## src/rtl/bltf_pkg.sv

```systemverilog
// Constants and types shared by the backplane link training framer.
package bltf_pkg;

  // Frame layout in line bit times, one bit per clock.
  localparam logic [12:0] FRAME_LEN     = 13'h1120;  // 4384
  localparam logic [12:0] MARK_ONES     = 13'h0010;  // 16
  localparam logic [12:0] MARK_LEN      = 13'h0020;  // 32
  localparam logic [12:0] CTRL_END      = 13'h0120;  // 288
  localparam logic [12:0] MARK_LAST     = 13'h001f;  // 31
  localparam logic [12:0] CTRL_LAST     = 13'h011f;  // 287
  localparam logic [12:0] TRAIN_LEN     = 13'h1000;  // 4096
  localparam logic [12:0] PRBS_LEN      = 13'h0ffe;  // 4094
  localparam logic [12:0] HOLD_BITS     = 13'h0120;  // 288, steady time for control inputs
  localparam int          FIELD_CELLS   = 16;
  localparam int          CELL_BITS     = 8;
  localparam logic [2:0]  CELL_MID      = 3'h4;
  localparam logic [31:0] MARKER        = 32'hffff0000;

  // Control field layout.
  localparam int          CF_PRESET     = 13;
  localparam int          CF_INIT       = 12;
  localparam int          SF_RX_READY   = 15;
  localparam logic [15:0] COEF_MASK     = 16'h303f;
  localparam logic [15:0] STAT_MASK     = 16'h803f;
  localparam logic [1:0]  REQ_HOLD      = 2'h0;
  localparam logic [1:0]  REQ_INC       = 2'h1;
  localparam logic [1:0]  REQ_DEC       = 2'h2;
  localparam logic [1:0]  UPD_NONE      = 2'h0;
  localparam logic [1:0]  UPD_MIN       = 2'h1;
  localparam logic [1:0]  UPD_DONE      = 2'h2;
  localparam logic [1:0]  UPD_MAX       = 2'h3;

  // Sequence generator.
  localparam logic [10:0] SEED_RST      = 11'h7ff;
  localparam logic [10:0] SEED_SAFE     = 11'h001;
  localparam int          PRBS_TAP_HI   = 10;
  localparam int          PRBS_TAP_LO   = 8;

  // Receive lock.
  localparam logic [1:0]  MISS_LIMIT    = 2'h3;
  localparam logic [7:0]  ERR_MAX       = 8'hff;

  // Register map, byte offsets.
  localparam logic [7:0]  REG_CTRL      = 8'h00;
  localparam logic [7:0]  REG_SEED      = 8'h04;
  localparam logic [7:0]  REG_TX_COEF   = 8'h08;
  localparam logic [7:0]  REG_TX_STAT   = 8'h0c;
  localparam logic [7:0]  REG_RX_COEF   = 8'h10;
  localparam logic [7:0]  REG_RX_STAT   = 8'h14;
  localparam logic [7:0]  REG_STATUS    = 8'h18;
  localparam int          CTRL_TX_EN    = 0;
  localparam int          CTRL_SEED_LD  = 1;
  localparam int          ST_LOCK       = 0;
  localparam int          ST_ERR_LSB    = 8;

  typedef enum logic { BLTF_SEARCH, BLTF_LOCKED } bltf_lock_t;

endpackage

```

## src/rtl/bltf_top.sv

```systemverilog
// Backplane link training framer: transmit frame builder, receive frame lock and AHB-Lite registers.
//
// Operation
// - Each transmitted frame is exactly 4384 bit times long.
// - Marker is sixteen ones then sixteen zeros.
// - Marker pattern never recurs later in the frame.
// - Coefficient and status fields each take 128 bit times, sixteen bits each.
// - Control fields go out most significant bit first.
// - Manchester cells toggle at an eighth of the line rate.
// - Reserved control bits sent as zero and ignored on receipt.
// - Coefficient bit 13 asks for preset coefficients.
// - Coefficient bit 12 asks for initial coefficients.
// - Three two-bit tap requests: 01 increment, 10 decrement, 00 hold.
// - Status bit 15 says the local receiver is ready.
// - Three two-bit tap states: 11 max, 01 min, 10 updated, 00 none.
// - Training sequence is 4094 pseudo-random bits plus two zeros.
// - Training bits go out at full line rate.
// - Generator loads an 11-bit seed on each control write with the seed-load bit set, then steps only on training bits.
// - Generator polynomial is one plus x^9 plus x^11.
// - Receiver searches for the marker and asserts frame lock on alignment.
// - Received control fields appear as outputs with transmit bit layout.
// - A Manchester error keeps the last good control fields until next good frame.
`timescale 1ns/1ps
`default_nettype none

module bltf_top (
  input  wire logic        clk,
  input  wire logic        rst_b,
  input  wire logic        hsel,
  input  wire logic [31:0] haddr,
  input  wire logic [1:0]  htrans,
  input  wire logic        hwrite,
  input  wire logic [2:0]  hsize,
  input  wire logic        hready,
  input  wire logic [31:0] hwdata,
  output logic      [31:0] hrdata,
  output logic             hreadyout,
  output logic             hresp,
  output logic             tx_bit,
  output logic             tx_sof,
  input  wire logic        rx_bit,
  output logic             frame_lock,
  output logic      [15:0] rx_coef,
  output logic      [15:0] rx_stat
);

  // All state sits in one record, so reset and registering each stay in one place.
  typedef struct packed {
    // Bus slave.
    logic                dp_act;
    logic                dp_wr;
    logic [7:0]          dp_addr;
    logic [31:0]         hrdata;
    // Software controls.
    logic                tx_en;
    logic [10:0]         seed;
    logic [15:0]         tx_coef;
    logic [15:0]         tx_stat;
    // Transmit.
    logic [12:0]         tcnt;
    logic [15:0]         coef_sh;
    logic [15:0]         stat_sh;
    logic                dme_lvl;
    logic [10:0]         lfsr;
    logic                tx_bit;
    logic                tx_sof;
    // Receive.
    bltf_pkg::bltf_lock_t lock;
    logic [31:0]         rsh;
    logic [12:0]         rpos;
    logic [1:0]          miss;
    logic                rerr;
    logic [31:0]         racc;
    logic [15:0]         rx_coef;
    logic [15:0]         rx_stat;
    logic [7:0]          err_cnt;
  } bltf_state_t;

  bltf_state_t s_r;
  bltf_state_t s_nxt;

  always_comb
  begin
    logic [12:0] tidx;
    logic [7:0]  tf;
    logic [3:0]  tbi;
    logic        td;
    logic        tb;
    logic        fb;
    logic [31:0] rsh_new;
    logic [7:0]  rf;
    logic        rerr_new;
    logic [31:0] rd;
    tidx     = 13'h0000;
    tf       = 8'h00;
    tbi      = 4'h0;
    td       = 1'b0;
    tb       = 1'b0;
    fb       = 1'b0;
    rsh_new  = 32'h00000000;
    rf       = 8'h00;
    rerr_new = 1'b0;
    rd       = 32'h00000000;
    // Every field holds unless a branch below gives it a new value.
    s_nxt    = s_r;
    s_nxt.tx_sof = 1'b0;

    // Register writes in the data phase.
    if (s_r.dp_act && s_r.dp_wr)
    begin
      unique case (s_r.dp_addr)
        bltf_pkg::REG_CTRL:
        begin
          s_nxt.tx_en = hwdata[bltf_pkg::CTRL_TX_EN];
        end
        bltf_pkg::REG_SEED:
        begin
          s_nxt.seed = hwdata[10:0];
        end
        bltf_pkg::REG_TX_COEF:
        begin
          s_nxt.tx_coef = hwdata[15:0];
        end
        bltf_pkg::REG_TX_STAT:
        begin
          s_nxt.tx_stat = hwdata[15:0];
        end
        default:
        begin
        end
      endcase
    end

    // Transmit frame builder.
    if (!s_r.tx_en)
    begin
      // Disabling restarts the count at the marker, so a re-enable never sends a cut frame.
      s_nxt.tcnt   = 13'h0000;
      s_nxt.tx_bit = 1'b0;
    end
    else
    begin
      if (s_r.tcnt == 13'h0000)
      begin
        s_nxt.tx_sof  = 1'b1;
        // Captured once per frame so a late change cannot tear a field.
        s_nxt.coef_sh = s_r.tx_coef & bltf_pkg::COEF_MASK;
        s_nxt.stat_sh = s_r.tx_stat & bltf_pkg::STAT_MASK;
      end
      // Positions are compared in rising order, so each branch below covers one part of the frame.
      if (s_r.tcnt < bltf_pkg::MARK_ONES)
      begin
        tb = 1'b1;
        s_nxt.dme_lvl = 1'b0;
      end
      else if (s_r.tcnt < bltf_pkg::MARK_LEN)
      begin
        tb = 1'b0;
        s_nxt.dme_lvl = 1'b0;
      end
      else if (s_r.tcnt < bltf_pkg::CTRL_END)
      begin
        tidx = s_r.tcnt - bltf_pkg::MARK_LEN;
        tf   = tidx[7:0];
        tbi  = 4'hf - tf[6:3];
        td   = tf[7] ? s_nxt.stat_sh[tbi] : s_nxt.coef_sh[tbi];
        // Cell edge every eight line bits, mid-cell edge for a one.
        if (tf[2:0] == 3'h0)
        begin
          s_nxt.dme_lvl = ~s_r.dme_lvl;
        end
        else if (tf[2:0] == bltf_pkg::CELL_MID && td)
        begin
          s_nxt.dme_lvl = ~s_r.dme_lvl;
        end
        tb = s_nxt.dme_lvl;
      end
      else
      begin
        tidx = s_r.tcnt - bltf_pkg::CTRL_END;
        if (tidx < bltf_pkg::PRBS_LEN)
        begin
          // The generator steps only on training bits, so the sequence runs on across frames.
          tb = s_r.lfsr[bltf_pkg::PRBS_TAP_HI];
          fb = s_r.lfsr[bltf_pkg::PRBS_TAP_HI] ^ s_r.lfsr[bltf_pkg::PRBS_TAP_LO];
          s_nxt.lfsr = {s_r.lfsr[9:0], fb};
        end
        else
        begin
          tb = 1'b0;
        end
      end
      s_nxt.tx_bit = tb;
      // One counter walks the whole frame, and every field is decoded from its position.
      if (s_r.tcnt == bltf_pkg::FRAME_LEN - 13'h0001)
      begin
        s_nxt.tcnt = 13'h0000;
      end
      else
      begin
        s_nxt.tcnt = s_r.tcnt + 13'h0001;
      end
    end

    // A zero seed would stall the generator and allow marker-like runs.
    if (s_r.dp_act && s_r.dp_wr && s_r.dp_addr == bltf_pkg::REG_CTRL && hwdata[bltf_pkg::CTRL_SEED_LD])
    begin
      s_nxt.lfsr = (s_nxt.seed == 11'h000) ? bltf_pkg::SEED_SAFE : s_nxt.seed;
    end

    // Receive marker search and lock.
    // Lock drops only after three missed markers, so one damaged marker costs no lock.
    rsh_new   = {s_r.rsh[30:0], rx_bit};
    s_nxt.rsh = rsh_new;
    if (s_r.rpos == bltf_pkg::FRAME_LEN - 13'h0001)
    begin
      s_nxt.rpos = 13'h0000;
    end
    else
    begin
      s_nxt.rpos = s_r.rpos + 13'h0001;
    end
    // The position counter runs freely; the marker search only re-anchors it.
    unique case (s_r.lock)
      bltf_pkg::BLTF_SEARCH:
      begin
        if (rsh_new == bltf_pkg::MARKER)
        begin
          s_nxt.lock = bltf_pkg::BLTF_LOCKED;
          s_nxt.rpos = bltf_pkg::MARK_LEN;
          s_nxt.miss = 2'h0;
        end
      end
      bltf_pkg::BLTF_LOCKED:
      begin
        if (s_r.rpos == bltf_pkg::MARK_LAST)
        begin
          if (rsh_new == bltf_pkg::MARKER)
          begin
            s_nxt.miss = 2'h0;
          end
          else if (s_r.miss == bltf_pkg::MISS_LIMIT - 2'h1)
          begin
            s_nxt.lock = bltf_pkg::BLTF_SEARCH;
            s_nxt.miss = 2'h0;
          end
          else
          begin
            s_nxt.miss = s_r.miss + 2'h1;
          end
        end
      end
    endcase

    // Manchester decode of the two control fields.
    // A cell must toggle at its start and may toggle again only at its middle.
    if (s_r.lock == bltf_pkg::BLTF_LOCKED && s_r.rpos >= bltf_pkg::MARK_LEN && s_r.rpos < bltf_pkg::CTRL_END)
    begin
      tidx     = s_r.rpos - bltf_pkg::MARK_LEN;
      rf       = tidx[7:0];
      rerr_new = (s_r.rpos == bltf_pkg::MARK_LEN) ? 1'b0 : s_r.rerr;
      if (rf[2:0] == 3'h0 && rx_bit == s_r.rsh[0])
      begin
        rerr_new = 1'b1;
      end
      else if (rf[2:0] != 3'h0 && rf[2:0] != bltf_pkg::CELL_MID && rx_bit != s_r.rsh[0])
      begin
        rerr_new = 1'b1;
      end
      if (rf[2:0] == bltf_pkg::CELL_MID)
      begin
        s_nxt.racc = {s_r.racc[30:0], rx_bit ^ s_r.rsh[0]};
      end
      s_nxt.rerr = rerr_new;
      if (s_r.rpos == bltf_pkg::CTRL_LAST)
      begin
        // A damaged frame is dropped whole rather than merged into the last good one.
        if (!rerr_new)
        begin
          s_nxt.rx_coef = s_nxt.racc[31:16] & bltf_pkg::COEF_MASK;
          s_nxt.rx_stat = s_nxt.racc[15:0] & bltf_pkg::STAT_MASK;
        end
        else if (s_r.err_cnt != bltf_pkg::ERR_MAX)
        begin
          s_nxt.err_cnt = s_r.err_cnt + 8'h01;
        end
      end
    end

    // Bus address phase; read data is registered for the data phase.
    // Only the low address byte is decoded, so the map repeats every 256 bytes.
    // The transfer size is not checked; narrow accesses act on the whole word.
    s_nxt.dp_act = 1'b0;
    s_nxt.dp_wr  = 1'b0;
    if (hready && hsel && htrans[1])
    begin
      s_nxt.dp_act  = 1'b1;
      s_nxt.dp_wr   = hwrite;
      s_nxt.dp_addr = haddr[7:0];
      if (!hwrite)
      begin
        unique case (haddr[7:0])
          bltf_pkg::REG_CTRL:
          begin
            rd[bltf_pkg::CTRL_TX_EN] = s_r.tx_en;
          end
          bltf_pkg::REG_SEED:
          begin
            rd[10:0] = s_r.seed;
          end
          bltf_pkg::REG_TX_COEF:
          begin
            rd[15:0] = s_r.tx_coef;
          end
          bltf_pkg::REG_TX_STAT:
          begin
            rd[15:0] = s_r.tx_stat;
          end
          bltf_pkg::REG_RX_COEF:
          begin
            rd[15:0] = s_r.rx_coef;
          end
          bltf_pkg::REG_RX_STAT:
          begin
            rd[15:0] = s_r.rx_stat;
          end
          bltf_pkg::REG_STATUS:
          begin
            rd[bltf_pkg::ST_LOCK]         = (s_r.lock == bltf_pkg::BLTF_LOCKED);
            rd[bltf_pkg::ST_ERR_LSB +: 8] = s_r.err_cnt;
          end
          default:
          begin
            rd = 32'h00000000;
          end
        endcase
      end
    end
    // Read data stands for one cycle only; it is zero whenever no read is in its data phase.
    s_nxt.hrdata = rd;
  end

  // Reset puts the generator at all ones, a legal nonzero start.
  always_ff @(posedge clk)
  begin
    if (!rst_b)
    begin
      s_r         <= '0;
      s_r.lock    <= bltf_pkg::BLTF_SEARCH;
      s_r.seed    <= bltf_pkg::SEED_RST;
      s_r.lfsr    <= bltf_pkg::SEED_RST;
    end
    else
    begin
      s_r <= s_nxt;
    end
  end

  // The slave never stalls, so a read right after a write to the same word sees the old value.
  assign hrdata     = s_r.hrdata;
  assign hreadyout  = 1'b1;
  assign hresp      = 1'b0;
  assign tx_bit     = s_r.tx_bit;
  assign tx_sof     = s_r.tx_sof;
  assign frame_lock = (s_r.lock == bltf_pkg::BLTF_LOCKED);
  assign rx_coef    = s_r.rx_coef;
  assign rx_stat    = s_r.rx_stat;

endmodule // bltf_top

`default_nettype wire

```

## config.mk

```make
export PLATFORM = sky130hd
export DESIGN_NAME = bltf_top
export DESIGN_NICKNAME = d
export VERILOG_FILES = /design/src/rtl/bltf_pkg.sv /design/src/rtl/bltf_top.sv
export SDC_FILE = /design/constraint.sdc
export NUM_CORES = 1
export LEC_CHECK = 0
export ABC_AREA = 1
export ABC_CLOCK_PERIOD_IN_PS = 6000
export BUFFER_PORTS_ARGS = -buffer_cell sky130_fd_sc_hd__buf_2
export CELL_PAD_IN_SITES_DETAIL_PLACEMENT = 0
export CELL_PAD_IN_SITES_GLOBAL_PLACEMENT = 1
export CORE_MARGIN = 1.5
export CORE_UTILIZATION = 46
export CTS_BUF_LIST = sky130_fd_sc_hd__clkbuf_8
export DETAILED_ROUTE_END_ITERATION = 10
export GPL_TIMING_DRIVEN = 0
export PLACE_DENSITY = 0.95
export REMOVE_ABC_BUFFERS = 1
export SLEW_MARGIN = 5
export SYNTH_ARGS = -nofsm -noshare
export SYNTH_HDL_FRONTEND = slang
export SYNTH_SLANG_ARGS = --single-unit
```

## constraint.sdc

```tcl
create_clock -name clk -period 6 [get_ports clk]
set_input_delay 1.2 -clock clk [delete_from_list [all_inputs] [get_ports clk]]
set_output_delay 1.2 -clock clk [all_outputs]
set_load 0.05 [all_outputs]
```

==> impl_results.html <==
<table>
<tr><th>Metric</th><th>Value</th></tr>
<tr><th colspan="2">Setup path</th></tr>
<tr><td>CP max stage cell</td><td>sky130_fd_sc_hd__clkinv_1</td></tr>
<tr><td>Delay of the slowest cell on the worst path</td><td>around 0.64 ns</td></tr>
<tr><td>Data arrival time at the worst-slack endpoint</td><td>between 3 and 4 ns</td></tr>
<tr><td>Worst R2R End</td><td>s_r[155]</td></tr>
<tr><td>Critical Path Start Type</td><td>primary input</td></tr>
<tr><td>CP Capture Point</td><td>hrdata[1]</td></tr>
<tr><td>Critical path type</td><td>primary input to flip-flop</td></tr>
<tr><td>Startpoint of the most critical register-to-register path</td><td>s_r[170]</td></tr>
<tr><td>Crit. Startpoint</td><td>rst_b</td></tr>
<tr><td>Reg-to-reg setup timing slack</td><td>approximately 2.7 ns</td></tr>
<tr><td>Cell chain of the critical path</td><td>buf_6 &gt; buf_16 &gt; clkinv_1 &gt; nor3_1 &gt; o21ai_1 &gt; a21oi_1</td></tr>
<tr><td>Crit end category</td><td>flip-flop</td></tr>
<tr><td>Critical path fanouts, max</td><td>about 130</td></tr>
<tr><td>Required time reported for the critical path endpoint</td><td>6.43 ns</td></tr>
<tr><td>Worst-case reg-to-reg path depth</td><td>8</td></tr>
<tr><th colspan="2">Timing</th></tr>
<tr><td>Max Freq</td><td>288 MHz</td></tr>
<tr><td>Worst clock skew</td><td>around 0.018 ns</td></tr>
<tr><td>Final period demand of the worst path</td><td>3.48 ns</td></tr>
<tr><td>Relative slew slack</td><td>0.259</td></tr>
<tr><td>Slew at the pin with the worst max-slew slack</td><td>1.11 ns</td></tr>
<tr><td>Setup repair after global routing missed its margin</td><td>false</td></tr>
<tr><td>Final count of pins violating max slew</td><td>0</td></tr>
<tr><td>Setup TNS</td><td>0 ns</td></tr>
<tr><td>Fraction of the cycle the final worst path needs</td><td>0.579</td></tr>
<tr><td>Setup violations, final</td><td>0</td></tr>
<tr><td>Final hold viol count</td><td>0</td></tr>
<tr><th colspan="2">Job</th></tr>
<tr><td># Max-Cap Violations</td><td>0</td></tr>
<tr><th colspan="2">Die</th></tr>
<tr><td>Die Footprint</td><td>roughly 23,000 sq um</td></tr>
<tr><td>DIE HEIGHT</td><td>approximately 150 um</td></tr>
<tr><td>Effective utilization at floorplan</td><td>0.468</td></tr>
<tr><td>Placeable core region</td><td>about 22,000 sq um</td></tr>
<tr><td>Placement Rows</td><td>54</td></tr>
<tr><td>Die X-Extent</td><td>152 um</td></tr>
<tr><td>Count of pins on the block boundary</td><td>between 100 and 150</td></tr>
<tr><th colspan="2">Finish</th></tr>
<tr><td>Layout cells sized above 1</td><td>0.105</td></tr>
<tr><td>P&amp;R area growth vs syn</td><td>8.14%</td></tr>
<tr><td>Number of fill cells</td><td>about 2,200</td></tr>
<tr><td>Total non-filler cell area in the finished layout</td><td>about 11,000 sq um</td></tr>
<tr><td>Diodes inserted</td><td>0</td></tr>
<tr><td>Nets</td><td>approximately 1,500</td></tr>
<tr><th colspan="2">Synth</th></tr>
<tr><td>Number of synthesized flops with an enable pin</td><td>0</td></tr>
<tr><td>Flops &amp; latches, synth</td><td>230</td></tr>
<tr><td>Share of the synthesized area in the top cell type</td><td>0.452</td></tr>
<tr><td>Synth Cell Area</td><td>roughly 10,000 sq um</td></tr>
<tr><td>Top cell type by total area after synthesis</td><td>sky130_fd_sc_hd__dfxtp_1</td></tr>
<tr><td>Most area-consuming cells after synthesis</td><td>sky130_fd_sc_hd__dfxtp_1, sky130_fd_sc_hd__nand2_1, sky130_fd_sc_hd__inv_1, sky130_fd_sc_hd__o21ai_0, sky130_fd_sc_hd__a21oi_1</td></tr>
<tr><td>Share of synthesized registers carrying an async set or reset</td><td>0</td></tr>
<tr><td>Gate Count Post-Synth</td><td>~1,400</td></tr>
<tr><td>Most numerous cell in the Yosys netlist</td><td>sky130_fd_sc_hd__nand2_1</td></tr>
<tr><td>Count of cell types in the netlist</td><td>45</td></tr>
<tr><td>Synth Flop Type</td><td>sky130_fd_sc_hd__dfxtp_1</td></tr>
<tr><td>Total of warnings raised by yosys</td><td>0</td></tr>
<tr><td>Fraction of the yosys area taken by sequential cells</td><td>0.452</td></tr>
<tr><td>Leading cell types by count after synthesis</td><td>sky130_fd_sc_hd__nand2_1, sky130_fd_sc_hd__dfxtp_1, sky130_fd_sc_hd__inv_1, sky130_fd_sc_hd__o21ai_0, sky130_fd_sc_hd__a21oi_1</td></tr>
<tr><td>Average size of a mapped cell</td><td>roughly 7.4 sq um</td></tr>
<tr><th colspan="2">Clock network</th></tr>
<tr><td>Clock tree buffer depth</td><td>3</td></tr>
<tr><td>Total of hold buffers inserted after clock tree synthesis</td><td>0</td></tr>
<tr><td>H-tree Lvls</td><td>2</td></tr>
<tr><td>Number of clock sinks seen by CTS</td><td>between 200 and 250</td></tr>
<tr><td>Clk slew on worst S/H paths</td><td>around 0.06 ns</td></tr>
<tr><td>Number of buffers added for setup after CTS</td><td>0</td></tr>
<tr><td>Number of clock buffers inserted by TritonCTS</td><td>37</td></tr>
<tr><td>Worst-skew pair later-pin latency</td><td>between 0.5 and 0.6 ns</td></tr>
<tr><td>CTS Root Cell</td><td>sky130_fd_sc_hd__clkbuf_8</td></tr>
<tr><td>Number of gates resized after cts</td><td>0</td></tr>
<tr><td>TritonCTS clock tree</td><td>built</td></tr>
<tr><th colspan="2">Placed design</th></tr>
<tr><td>Post-DP HPWL</td><td>approximately 16,000 um</td></tr>
<tr><td>I/O Buffers</td><td>64</td></tr>
<tr><td>Routability cong.</td><td>0.835</td></tr>
<tr><td>Post-placement cell area</td><td>a little over 10,000 sq um</td></tr>
<tr><th colspan="2">Drt</th></tr>
<tr><td>Average wire length per cell after detail routing</td><td>about 13 um</td></tr>
<tr><td>Initial DRC count</td><td>roughly 530</td></tr>
<tr><td>Number of vias after detailed routing</td><td>around 8,500</td></tr>
<tr><td>Final wirelength</td><td>about 22,000 um</td></tr>
<tr><td>Avg Vias per Cell</td><td>between 4 and 5</td></tr>
<tr><td>Number of iterations in the first detailed-routing pass</td><td>6</td></tr>
<tr><td># DRC</td><td>0</td></tr>
<tr><td>Final antenna-violating net count</td><td>0</td></tr>
<tr><th colspan="2">Global route</th></tr>
<tr><td>Largest net degree at the start of global routing</td><td>between 100 and 150</td></tr>
<tr><td>Global-route wire length before repair</td><td>37,600 um</td></tr>
<tr><td>GRT Util Overall</td><td>0.194</td></tr>
<tr><td>GRT overflow</td><td>0</td></tr>
<tr><td>Vias in the first global route</td><td>around 7,800</td></tr>
<tr><td>Initial antenna violation count</td><td>2</td></tr>
<tr><th colspan="2">Worst hold path</th></tr>
<tr><td>Hold path depth</td><td>2</td></tr>
<tr><td>Path category of the worst min-delay check</td><td>flip-flop to flip-flop</td></tr>
<tr><th colspan="2">Power and ir drop</th></tr>
<tr><td>Static power due to leakage</td><td>~5 nW</td></tr>
<tr><td>Power density over the cells</td><td>roughly 270 nW/um^2</td></tr>
<tr><td>VDD IR max</td><td>~0.21 mV</td></tr>
<tr><th colspan="2">Status</th></tr>
<tr><td>Run status</td><td>completed</td></tr>
</table>
logic make-up (layout without fill, tap and decap cells):
group           Yosys count  in the layout  synth area share
xor+xnor                 13             13            0.0112
compound gates          332            332             0.177
flops                   230            230             0.452
fa+ha+maj                 9              9            0.0111
simple gates            455            455             0.194
mux                       1              1           0.00111
other cells               2             35          0.000737
buf+inv                 343            349             0.154
power by group:
part / total [W] / leakage (nW) / switching [W] / internal (W)
clock: 0.00131 / 0.398 / 0.000606 / 0.000706
combinational: 0.000127 / 2.76 / 0.000103 / 0.0000239
sequential: 0.00154 / 1.85 / 0.00000358 / 0.00153
worst max-delay path: cells and delay by family:
kind	cells	cell delay (ns)
buf+inv	3	1.31
compound gates	2	0.70
simple gates	1	0.60
state kept, by name, indices dropped and copies added, names as in the netlist:
name        cells
tx_sof          1
frame_lock      1
rx_coef         8
rx_stat         7
hrdata         16
s_nxt          31
tx_bit          1
s_r           165
metal layers:
layer	GRT usage	routed length, um	vias to the layer above
li1	-	-	4405
met1	0.272	10800	3858
met2	0.301	9920	198
met3	0.0391	1320	44
met4	0.0583	429	4
met5	0	24	-
area by class of cell:
type / count / area (sq um) / area share
clock inverter: 17 / 104 / 0.00943
sequential: 230 / 4600 / 0.418
timing repair buffer: 67 / 369 / 0.0335
inverter: 221 / 832 / 0.0755
multi-input combinational: 845 / 4150 / 0.377
tap: 280 / 350 / 0.0318
clock buffer: 44 / 606 / 0.0550
how the worst min path moves through the flow:
| stage | start | to |
|---|---|---|
| 3_5_place_dp | s_nxt[97] | s_nxt[98] |
| 3_3_place_gp | s_nxt[103] | s_nxt[104] |
| 5_1_grt | s_nxt[97] | s_nxt[98] |
| 6_report | s_nxt[104] | s_nxt[105] |
| 4_1_cts | s_nxt[97] | s_nxt[98] |
| 2_1_floorplan | s_nxt[97] | s_nxt[98] |
layout by cell type, fill, tap and decap left out, types with 3 or more instances in the layout:
master,instances
sky130_fd_sc_hd__a211oi_1,6
sky130_fd_sc_hd__a21oi_1,133
sky130_fd_sc_hd__a221oi_1,9
sky130_fd_sc_hd__a31oi_1,8
sky130_fd_sc_hd__buf_2,63
sky130_fd_sc_hd__clkbuf_8,44
sky130_fd_sc_hd__clkinv_1,7
sky130_fd_sc_hd__clkinv_2,5
sky130_fd_sc_hd__conb_1,35
sky130_fd_sc_hd__dfxtp_1,230
sky130_fd_sc_hd__ha_1,9
sky130_fd_sc_hd__inv_1,216
sky130_fd_sc_hd__inv_2,6
sky130_fd_sc_hd__nand2_1,234
sky130_fd_sc_hd__nand2_2,5
sky130_fd_sc_hd__nand3_1,70
sky130_fd_sc_hd__nand3_2,5
sky130_fd_sc_hd__nand4_1,12
sky130_fd_sc_hd__nor2_1,88
sky130_fd_sc_hd__nor2_2,4
sky130_fd_sc_hd__nor3_1,18
sky130_fd_sc_hd__nor3_2,4
sky130_fd_sc_hd__nor3b_1,3
sky130_fd_sc_hd__nor4_1,6
sky130_fd_sc_hd__o211ai_1,6
sky130_fd_sc_hd__o21a_1,8
sky130_fd_sc_hd__o21ai_0,143
sky130_fd_sc_hd__o22ai_1,8
sky130_fd_sc_hd__o31ai_1,4
sky130_fd_sc_hd__xnor2_1,5
sky130_fd_sc_hd__xor2_1,8
metrics by stage:
step,std cells,total power (W),utilization,hold slack [ns],setup WS [ns]
6_report,1704,0.00298,0.506,0.421,2.52
5_1_grt,1704,0.00309,0.506,0.441,2.14
4_1_cts,1704,0.00301,0.506,0.423,2.55
3_5_place_dp,1643,0.00170,0.474,0.414,2.00
3_3_place_gp,1640,0.00170,0.471,0.411,-0.241
2_1_floorplan,1296,0.00165,-,0.400,3.08
Note: power is estimated with default switching activity, not from simulation.
